`src/bzct_pkg.sv`:
```
/*
  Shared constants for the bus zone cycle timing block: zone count,
  state encodings and access lengths in system clock cycles.
  Assumes a single 50 MHz system clock domain.
*/
package bzct_pkg;

  localparam int unsigned ZONE_COUNT = 4;
  localparam int unsigned ZONE_BITS = 2;
  localparam int unsigned CNT_BITS = 2;

  // clock rate in MHz
  localparam int unsigned CLK_FREQ_MHZ = 50;

  // access lengths in clock cycles
  localparam logic [CNT_BITS-1:0] FAST_READ_CYCLES = 2'h1;
  localparam logic [CNT_BITS-1:0] NORMAL_READ_CYCLES = 2'h2;
  localparam logic [CNT_BITS-1:0] WRITE_CYCLES = 2'h2;
  localparam logic [CNT_BITS-1:0] ONE_CYCLE = 2'h1;

  // reset values
  localparam logic [ZONE_BITS-1:0] ZONE_RESET = 2'h0;

  typedef enum logic [2:0] {
    BZCT_READY  = 3'b001,
    BZCT_GAP    = 3'b010,
    BZCT_ACCESS = 3'b100
  } bzct_state_type;

endpackage

```
`src/bzct_zone_timing.sv`:
```
/*
  Per-zone bus cycle sequencer: takes one access request at a time,
  inserts idle cycles on zone changes and runs the access phase for
  the length chosen by the zone's fast read setting for reads and WRITE_CYCLES for writes.
  Assumes requests and configuration inputs are synchronous to clk_sys.
*/
// Operation
// - zone with fast read enabled finishes each read in exactly one cycle
// - zone with fast read disabled reads in at least two cycles
// - post idle set and next cycle to another zone: one idle after
// - pre idle set and new cycle to another zone: one idle before
`timescale 1ns/1ps

module bzct_zone_timing
  import bzct_pkg::*;
(
  input  wire logic                            clk_sys,
  input  wire logic                            rst_n,
  input  wire logic [bzct_pkg::ZONE_COUNT-1:0] fastReadEnable,
  input  wire logic [bzct_pkg::ZONE_COUNT-1:0] postIdleEnable,
  input  wire logic [bzct_pkg::ZONE_COUNT-1:0] preIdleEnable,
  input  wire logic                            reqValid,
  input  wire logic [bzct_pkg::ZONE_BITS-1:0]  reqZone,
  input  wire logic                            reqWrite,
  output logic                                 reqReady_reg,
  output logic                                 busActive_reg,
  output logic                                 idleCycle_reg,
  output logic                                 busZone_reg,
  output logic [bzct_pkg::ZONE_BITS-1:0]       busZoneId_reg,
  output logic                                 busWrite_reg,
  output logic                                 done_reg
);
  import bzct_pkg::*;

  //////////////////////////////////////////////////////////////////////////
  // state

  bzct_state_type        state_reg;
  bzct_state_type        state_next;
  logic [CNT_BITS-1:0]   cnt_reg;
  logic [CNT_BITS-1:0]   cnt_next;
  logic [CNT_BITS-1:0]   accLen_reg;
  logic [CNT_BITS-1:0]   accLen_next;
  logic [ZONE_BITS-1:0]  lastZone_reg;
  logic                  lastValid_reg;
  logic                  curFast_reg;
  logic                  take;
  logic                  zoneChange;
  logic                  postIdle;
  logic                  preIdle;
  logic [CNT_BITS-1:0]   gapLen;

  assign take = reqValid && reqReady_reg;
  assign zoneChange = lastValid_reg && (reqZone != lastZone_reg);
  assign postIdle = zoneChange && postIdleEnable[lastZone_reg];
  assign preIdle = zoneChange && preIdleEnable[reqZone];
  assign gapLen = {1'b0, postIdle} + {1'b0, preIdle};

  //////////////////////////////////////////////////////////////////////////
  // next state

  always_comb begin
    state_next = state_reg;
    cnt_next = cnt_reg;
    accLen_next = accLen_reg;
    unique case (state_reg)
      BZCT_READY: begin
        if (take) begin
          if (reqWrite) begin
            accLen_next = WRITE_CYCLES;
          end else if (fastReadEnable[reqZone]) begin
            accLen_next = FAST_READ_CYCLES;
          end else begin
            accLen_next = NORMAL_READ_CYCLES;
          end
          if (gapLen != '0) begin
            state_next = BZCT_GAP;
            cnt_next = gapLen;
          end else begin
            state_next = BZCT_ACCESS;
            cnt_next = accLen_next;
          end
        end
      end
      BZCT_GAP: begin
        if (cnt_reg == ONE_CYCLE) begin
          state_next = BZCT_ACCESS;
          cnt_next = accLen_reg;
        end else begin
          cnt_next = cnt_reg - ONE_CYCLE;
        end
      end
      BZCT_ACCESS: begin
        if (cnt_reg == ONE_CYCLE) begin
          state_next = BZCT_READY;
          cnt_next = '0;
        end else begin
          cnt_next = cnt_reg - ONE_CYCLE;
        end
      end
      default: begin
        state_next = BZCT_READY;
        cnt_next = '0;
      end
    endcase
  end

  //////////////////////////////////////////////////////////////////////////
  // sequencer registers

  always_ff @(posedge clk_sys or negedge rst_n) begin
    if (!rst_n) begin
      state_reg <= BZCT_READY;
      cnt_reg <= '0;
      accLen_reg <= '0;
    end else begin
      state_reg <= state_next;
      cnt_reg <= cnt_next;
      accLen_reg <= accLen_next;
    end
  end

  // zone history for change detection
  always_ff @(posedge clk_sys or negedge rst_n) begin
    if (!rst_n) begin
      lastZone_reg <= ZONE_RESET;
      lastValid_reg <= 1'b0;
      curFast_reg <= 1'b0;
    end else if (take) begin
      lastZone_reg <= reqZone;
      lastValid_reg <= 1'b1;
      curFast_reg <= fastReadEnable[reqZone] && !reqWrite;
    end
  end

  //////////////////////////////////////////////////////////////////////////
  // outputs

  always_ff @(posedge clk_sys or negedge rst_n) begin
    if (!rst_n) begin
      reqReady_reg <= 1'b0;
      busActive_reg <= 1'b0;
      idleCycle_reg <= 1'b0;
      done_reg <= 1'b0;
    end else begin
      reqReady_reg <= (state_next == BZCT_READY);
      busActive_reg <= (state_next == BZCT_ACCESS);
      idleCycle_reg <= (state_next == BZCT_GAP);
      done_reg <= (state_next == BZCT_ACCESS) && (cnt_next == ONE_CYCLE);
    end
  end

  always_ff @(posedge clk_sys or negedge rst_n) begin
    if (!rst_n) begin
      busZone_reg <= 1'b0;
      busZoneId_reg <= ZONE_RESET;
      busWrite_reg <= 1'b0;
    end else if (take) begin
      busZone_reg <= 1'b1;
      busZoneId_reg <= reqZone;
      busWrite_reg <= reqWrite;
    end
  end

  //////////////////////////////////////////////////////////////////////////
  // checks

  fast_read_len_a: assert property (
    @(posedge clk_sys) disable iff (!rst_n)
    $rose(busActive_reg) && curFast_reg |=> !busActive_reg && $past(done_reg))
    else $error("fast read not exactly one cycle");

  normal_read_len_a: assert property (
    @(posedge clk_sys) disable iff (!rst_n)
    $rose(busActive_reg) && !busWrite_reg && !curFast_reg |=> busActive_reg)
    else $error("normal read shorter than two cycles");

  post_idle_gap_a: assert property (
    @(posedge clk_sys) disable iff (!rst_n)
    take && postIdle |=> idleCycle_reg && !busActive_reg)
    else $error("post idle cycle missing");

  pre_idle_gap_a: assert property (
    @(posedge clk_sys) disable iff (!rst_n)
    take && preIdle && !postIdle |=> idleCycle_reg ##1 busActive_reg)
    else $error("pre idle cycle missing");

  no_idle_gap_a: assert property (
    @(posedge clk_sys) disable iff (!rst_n)
    take && !postIdle && !preIdle |=> busActive_reg && !idleCycle_reg)
    else $error("idle inserted without cause");

  two_idle_gap_a: assert property (
    @(posedge clk_sys) disable iff (!rst_n)
    take && postIdle && preIdle |=> idleCycle_reg [*2] ##1 busActive_reg)
    else $error("post and pre idle not both inserted");

  fast_done_first_a: assert property (
    @(posedge clk_sys) disable iff (!rst_n)
    $rose(busActive_reg) && curFast_reg |-> done_reg)
    else $error("fast read did not end in its first cycle");

  normal_no_early_a: assert property (
    @(posedge clk_sys) disable iff (!rst_n)
    $rose(busActive_reg) && !curFast_reg |-> !done_reg)
    else $error("normal access ended in its first cycle");

  idle_no_bus_a: assert property (
    @(posedge clk_sys) disable iff (!rst_n)
    idleCycle_reg |-> !busActive_reg && !reqReady_reg)
    else $error("idle cycle overlaps bus or ready");

  same_zone_gap_a: assert property (
    @(posedge clk_sys) disable iff (!rst_n)
    take && lastValid_reg && (reqZone == lastZone_reg) |=> !idleCycle_reg)
    else $error("idle inserted within one zone");

  first_access_gap_a: assert property (
    @(posedge clk_sys) disable iff (!rst_n)
    take && !lastValid_reg |=> !idleCycle_reg && busActive_reg)
    else $error("idle inserted before first access");

  done_release_a: assert property (
    @(posedge clk_sys) disable iff (!rst_n)
    done_reg |=> !busActive_reg && reqReady_reg)
    else $error("bus cycle ran past its last cycle");

endmodule

```
`config.mk`:
```
export PLATFORM = sky130hd
export DESIGN_NAME = bzct_zone_timing
export DESIGN_NICKNAME = d
export VERILOG_FILES = /design/src/bzct_pkg.sv /design/src/bzct_zone_timing.sv
export SDC_FILE = /design/constraint.sdc
export NUM_CORES = 1
export LEC_CHECK = 0
export BUFFER_PORTS_ARGS = -buffer_cell sky130_fd_sc_hd__clkbuf_2
export CAP_MARGIN = 15
export CORE_MARGIN = 4
export CORE_UTILIZATION = 28
export DETAILED_ROUTE_END_ITERATION = 12
export GPL_TIMING_DRIVEN = 0
export PLACE_DENSITY = 0.54
export SYNTH_ARGS = -nofsm -noshare
export SYNTH_HDL_FRONTEND = slang
export SYNTH_SLANG_ARGS = --single-unit
```
`constraint.sdc`:
```
create_clock -name clk_sys -period 2.4 [get_ports clk_sys]
set_input_delay 0.12 -clock clk_sys [delete_from_list [all_inputs] [get_ports clk_sys]]
set_output_delay 0.12 -clock clk_sys [all_outputs]
set_load 0.01 [all_outputs]
```
==> results of run 1 <==
[placed cells by master, fill, tap and decap left out, types with 2 or more instances in the layout]
cell type / count
nor2_1: 6
buf_2: 2
nor3b_1: 2
a21oi_1: 2
a211oi_1: 2
and3b_1: 2
ha_1: 2
mux2i_1: 4
mux2_2: 4
and2b_2: 2
o31ai_1: 3
nand3_1: 2
inv_1: 5
xor2_1: 2
clkbuf_4: 3
clkbuf_2: 23
dfrtp_1: 13
nand2b_1: 3
a211o_1: 2
[cells by family after synthesis]
logic type | count (synthesis)
and+or+nand+nor | 27
xor gates and xnor gates | 2
DFF | 15
buffers and inverters | 8
AOI/OAI and AO/OA | 18
muxes | 9
adders and majority gates | 3
[worst paths after layout]
check	to	slack, ns	cells past startpoint
min in group asynchronous	reqReady_reg	0.27	2
min	lastZone_reg[1]	0.12	2
max in group asynchronous	state_reg[0]	1.82	2
max	done_reg	0.19	9
max reg2reg	done_reg	0.19	9
min reg2reg	accLen_reg[0]	0.49	1
[final cells by class]
type	count	area [µm²]	share of cell area [%]
multi-input combinational	59	488.0	43.58
sequential	15	377.9	33.74
inverter	5	18.77	1.676
clock buffer	4	26.28	2.346
buffer	3	21.27	1.899
tap	44	55.05	4.916
timing repair buffer	25	132.6	11.84
[synth_stat cells (all sizes together)]
library cell	instances	area, µm²
xor2	2	17.52
a222oi	1	10.01
nand3	2	10.01
buf	3	21.27
o21ai	1	5.000
o22a	1	10.01
and2b	3	25.03
or4bb	1	11.26
nor4b	1	8.760
nor2b	1	6.260
a211oi	3	22.52
and3b	2	17.52
a21o	1	7.510
o31a	1	8.760
and3	1	7.510
a211o	2	17.52
o31ai	3	22.52
nor3	1	5.000
nand4b	1	8.760
a31oi	1	6.260
o221ai	1	15.01
inv	5	18.77
nor2	6	22.52
nand2b	3	18.77
mux2	5	60.05
or4b	1	10.01
ha	3	37.54
dfrtp	14	350.3
nor3b	3	27.52
mux2i	4	40.04
a22oi	1	7.510
a21oi	2	10.01
dfstp	1	26.28
nand2	1	3.750
[layer usage]
| metal | track usage (%) | routed length [µm] | vias up |
|---|---|---|---|
| li1 | - | - | 360 |
| met1 | 11.36 | 803 | 363 |
| met2 | 16.62 | 950 | 18 |
| met3 | 1.906 | 77 | 5 |
| met4 | 6.069 | 50 | 0 |
| met5 | 0 | 0 | - |
[where the power goes]
part           internal (µW)  total, µW  switching [µW]
combinational            251        504             253
sequential               338        411            72.2
clock                   64.6        146            81.1
total                    654       1060             406
[critical path, delay by kind of cell, from the launching register on]
| kind | cells | cell delay, ns |
|---|---|---|
| AOI/OAI and AO/OA | 4 | 0.84 |
| xor gates and xnor gates | 1 | 0.13 |
| adders and majority gates | 1 | 0.22 |
| buffers and inverters | 1 | 0.07 |
| DFF | 1 | 0.46 |
| and+or+nand+nor | 2 | 0.38 |
[per-stage QoR]
stage | hold WS [ns] | total power, µW | area, µm² | utilization (%) | setup WS, ns
6_report | 0.1205 | 1060 | 1120 | 36.68 | 0.1935
5_1_grt | 0.1127 | 1149 | 1120 | 36.68 | 0.04295
4_1_cts | 0.1244 | 1052 | 1109 | 36.31 | 0.06643
3_5_place_dp | 0.05384 | 897.3 | 1067 | 34.96 | 0.006394
3_3_place_gp | 0.05195 | 884.5 | 1067 | 34.96 | 0.01095
2_1_floorplan | -0.1756 | 755.6 | 897.1 | - | 0.2180
[repair_timing]
action / in CTS / in global routing
endpoints found under the hold margin: 14 / 0
pin swaps: 0 / 2
setup buffers: 0 / 1
hold buffers: 1 / 0
setup endpoints to repair: 1 / 1
gates resized for setup: 1 / 3
==> flow_summary.toml, run 1 <==
[global_routing]
grt_use_total_pct = 9.828
grt_pass1_vias = 732
antenna_found_initial = 0
grt-ovfl-total = 0
grt_pass1_wl_um = 3243
grt_start_max_net_pins = 16

[layout]
syn2layout_area_growth_pct = 24.83
antennaDiodeCount = 0
drive_gt1_share_pct = 40.54
final_cells = 155
nets = 133
largest_reg_flops = 3
fill_cells = 324

[floorplan]
die_w_um = 64.61
coreArea_um2 = 3053
initial_core_util_pct = 29.39
rows = 20
ios = 26
die_y_um = 64.61
dieArea_um2 = 4174

[power]
leakagePower_uw = 0.0005437
power_density_nw_per_um2 = 946.9
ir_drop_v = 0.0002303

[placed_design]
placed_cells = 149
portBuffers = 23
hpwl_um = 1509
globalplace.congestion = 0.7707

[hold_path]
hold_class = "in2reg"
min-delay-start = "reqZone[1]"

[sta]
rsz0062_at_grt = "false"
finalCritPeriodShare_pct = 91.94
slew_headroom_pct = 61.53
finClkSkew_ns = 0.001035
worst_pin_slew_ns = 0.5690
clock.fmax_ghz = 0.4532
finalHoldViolCount = 0
slew_violations = 0
min_period_ns = 2.206
fin_setup_tns_ns = 0
finalSetupViolCount = 0

[yosys]
synth-seq-cells = 15
syn_area_um2 = 897.1
synth.distinct_cells = 38
synth_compound_area_share_pct = 15.90
synth_simple_gate_area_share_pct = 20.36
synth_mux_area_share_pct = 11.16
synth_fa_ha_area_share_pct = 4.184
ys_warn_count = 0
ys_seq_area_share_pct = 41.98
synth_xor_area_share_pct = 1.953
synth_top_family_by_area = "simple AND/OR/NAND/NOR gates"
synth_cells = 82
syn_avg_cell_area_um2 = 10.94
syn_nets = 103

[route]
dr.first_iter.drc_count = 14
dr.pass1.iters = 4
routed_via_density = 4.813
drt_wl_total_um = 1882
via_count = 746
ant_nets = 0
drc_errors = 0
wl_per_cell_um = 12.14

[clocking]
cts_max_path_buffers = 2
clkLatencyLatePin_ns = 0.28
cts_num_sinks = 15
cts_inserted_buffers = 3
cts_max_level = 1
clk_pin_slew_ns = 0.09
cts_root_buffer = "clkbuf_4"
cts_tree = "yes"

[worst_setup_path]
r2r-start = "lastZone_reg[1]"
path_common_cell = "and3b_1"
crit_start = "lastZone_reg[1]"
arrival_ns = 2.39
cp-end-kind = "flop"
crit_chain = "xor2_1, o21ai_1, a211oi_2, inv_1, ha_2, and3b_1, a222oi_1, o221ai_2, and3b_1"
crit_fanout = 6
crit_type = "reg2reg"
cpPeakStageDelay_ns = 0.46
worstSetupStartpointType = "flop"
slowest_stage = "dfrtp_2"
crit_required_ns = 2.58

[run_status]
status = "finished clean"

[flow_run]
drv_cap = 0
No activity file was read; power rests on OpenSTA's default activity.
==> run 2, diff against run 1 <==
--- a/config.mk
+++ b/config.mk
@@ -9,6 +9,7 @@
 export CAP_MARGIN = 15
 export CORE_MARGIN = 4
 export CORE_UTILIZATION = 28
+export CTS_CLUSTER_DIAMETER = 60
 export DETAILED_ROUTE_END_ITERATION = 12
 export GPL_TIMING_DRIVEN = 0
 export PLACE_DENSITY = 0.54
==> constraint.sdc (replaced) <==
create_clock -name clk_sys -period 2.81 [get_ports clk_sys]
set_input_delay 0.1405 -clock clk_sys [delete_from_list [all_inputs] [get_ports clk_sys]]
set_output_delay 0.1405 -clock clk_sys [all_outputs]
set_load 0.01 [all_outputs]
==> flow_summary.toml, run 2 (same netlist as run 1, synthesis figures left out) <==
[layout]
mostFrequentLayoutCells = "clkbuf_2, dfrtp_1, nor2_1, inv_1"
final_common_cell = "clkbuf_2"
syn2layout_area_growth_pct = 23.01
nets = 132
final_core_util_pct = 36.15
final_cells = 154
largest_reg_flops = 3
antennaDiodeCount = 0
drive_gt1_share_pct = 37.27

[placed_design]
pre_cts_ws_ns = 0.4164
hpwl_um = 1509
globalplace.congestion = 0.7707
placed_cells = 149
portBuffers = 23

[power]
power_density_nw_per_um2 = 801.6
leakagePower_uw = 0.0005399
ir_drop_v = 0.0001968
p_total_uw = 884.6

[sta]
timing.final.ws_setup_ns = 0.4029
finalCritPeriodShare_pct = 85.66
min_period_ns = 2.407
rsz0062_at_grt = "false"
finalHoldViolCount = 0
slew_headroom_pct = 60.52
worst_pin_slew_ns = 0.5840
finClkSkew_ns = 0.0008038
slew_violations = 0
finalSetupViolCount = 0
clock.fmax_ghz = 0.4154
fin_setup_tns_ns = 0

[route]
via_count = 734
routed_via_density = 4.766
dr.first_iter.drc_count = 18
wl_per_cell_um = 12.13
drt_wl_total_um = 1868
ant_nets = 0
drc_errors = 0
dr.pass1.iters = 4

[hold_path]
min-delay-start = "reqZone[1]"
worstHoldEndpoint = "lastZone_reg[1]"
worstHoldPathCells = 2
hold_class = "in2reg"

[clocking]
post_cts_resized = 0
cts_max_level = 1
cts_inserted_buffers = 3
postCtsHoldBufs = 1
clkLatencyLatePin_ns = 0.28
clk_pin_slew_ns = 0.09
cts_setup_buffers = 0
cts_num_sinks = 15
cts_tree = "yes"
cts_max_path_buffers = 2
cts_root_buffer = "clkbuf_4"

[flow_run]
drv_cap = 0

[global_routing]
grt_start_max_net_pins = 16
grt_pass1_wl_um = 3243
grt-ovfl-total = 0
antenna_found_initial = 0
grt_pass1_vias = 732
grt_use_total_pct = 9.828

[floorplan]
die_y_um = 64.61
rows = 20
ios = 26
initial_core_util_pct = 29.39
dieArea_um2 = 4174
coreArea_um2 = 3053
die_w_um = 64.61

[worst_setup_path]
reg2regPathDepth = 9
r2r-start = "lastZone_reg[1]"
rrSetupSlack_ns = 0.40
crit_required_ns = 2.99
rr_endpoint = "done_reg"
crit_fanout = 6
cp-end-kind = "flop"
arrival_ns = 2.59
crit_type = "reg2reg"
worstSetupStartpointType = "flop"

[run_status]
status = "finished clean"
-- run 2: area by class of cell --
cell class / count / area (µm²)
fillers: 324 / 1949
inverters: 5 / 18.77
flip-flops and latches: 15 / 376.6
well taps: 44 / 55.05
multi-input cells: 59 / 480.5
clock buffers: 4 / 26.28
repair buffers: 24 / 125.1
plain buffers: 3 / 21.27
-- run 2: power breakdown --
part	internal [µW]	switching, µW
logic	200	210
clock network	55.2	70.1
registers	288	60.8
-- run 2: routing by layer --
layer  vias to the layer above  GRT usage (%)  wire length (µm)
met5                         -              0                 0
met4                         0          6.069                51
met3                         5          1.906                87
met2                        15          16.62               947
met1                       356          11.36               782
li1                        358              -                 -
-- run 2: per-stage QoR --
stage | instance area (µm²) | hold WS [ns]
2_1_floorplan | 897.1 | -0.1551
3_3_place_gp | 1067 | 0.07245
3_5_place_dp | 1067 | 0.07434
4_1_cts | 1104 | 0.1449
5_1_grt | 1104 | 0.1332
6_report | 1104 | 0.1378
-- run 2: worst max-delay path, cell delays in order (launching register included) --
cell and delay [ns]:
dfrtp_1 0.46, xor2_1 0.15, o21ai_0 0.14, a211oi_1 0.29, inv_1 0.08, ha_1 0.27, and3b_1 0.22, a222oi_1 0.38
o221ai_2 0.15, and3b_1 0.18
-- run 2: how the worst max path moves through the flow --
stage | start | endpoint | slack [ns] | cells after the start
after global placement | lastZone_reg[1] | done_reg | 0.42 | 9
after floorplan | lastZone_reg[1] | done_reg | 0.63 | 9
after global routing | lastZone_reg[1] | done_reg | 0.17 | 9
after detailed placement | lastZone_reg[1] | done_reg | 0.42 | 9
final | lastZone_reg[1] | done_reg | 0.40 | 9
after CTS | lastZone_reg[1] | done_reg | 0.40 | 9
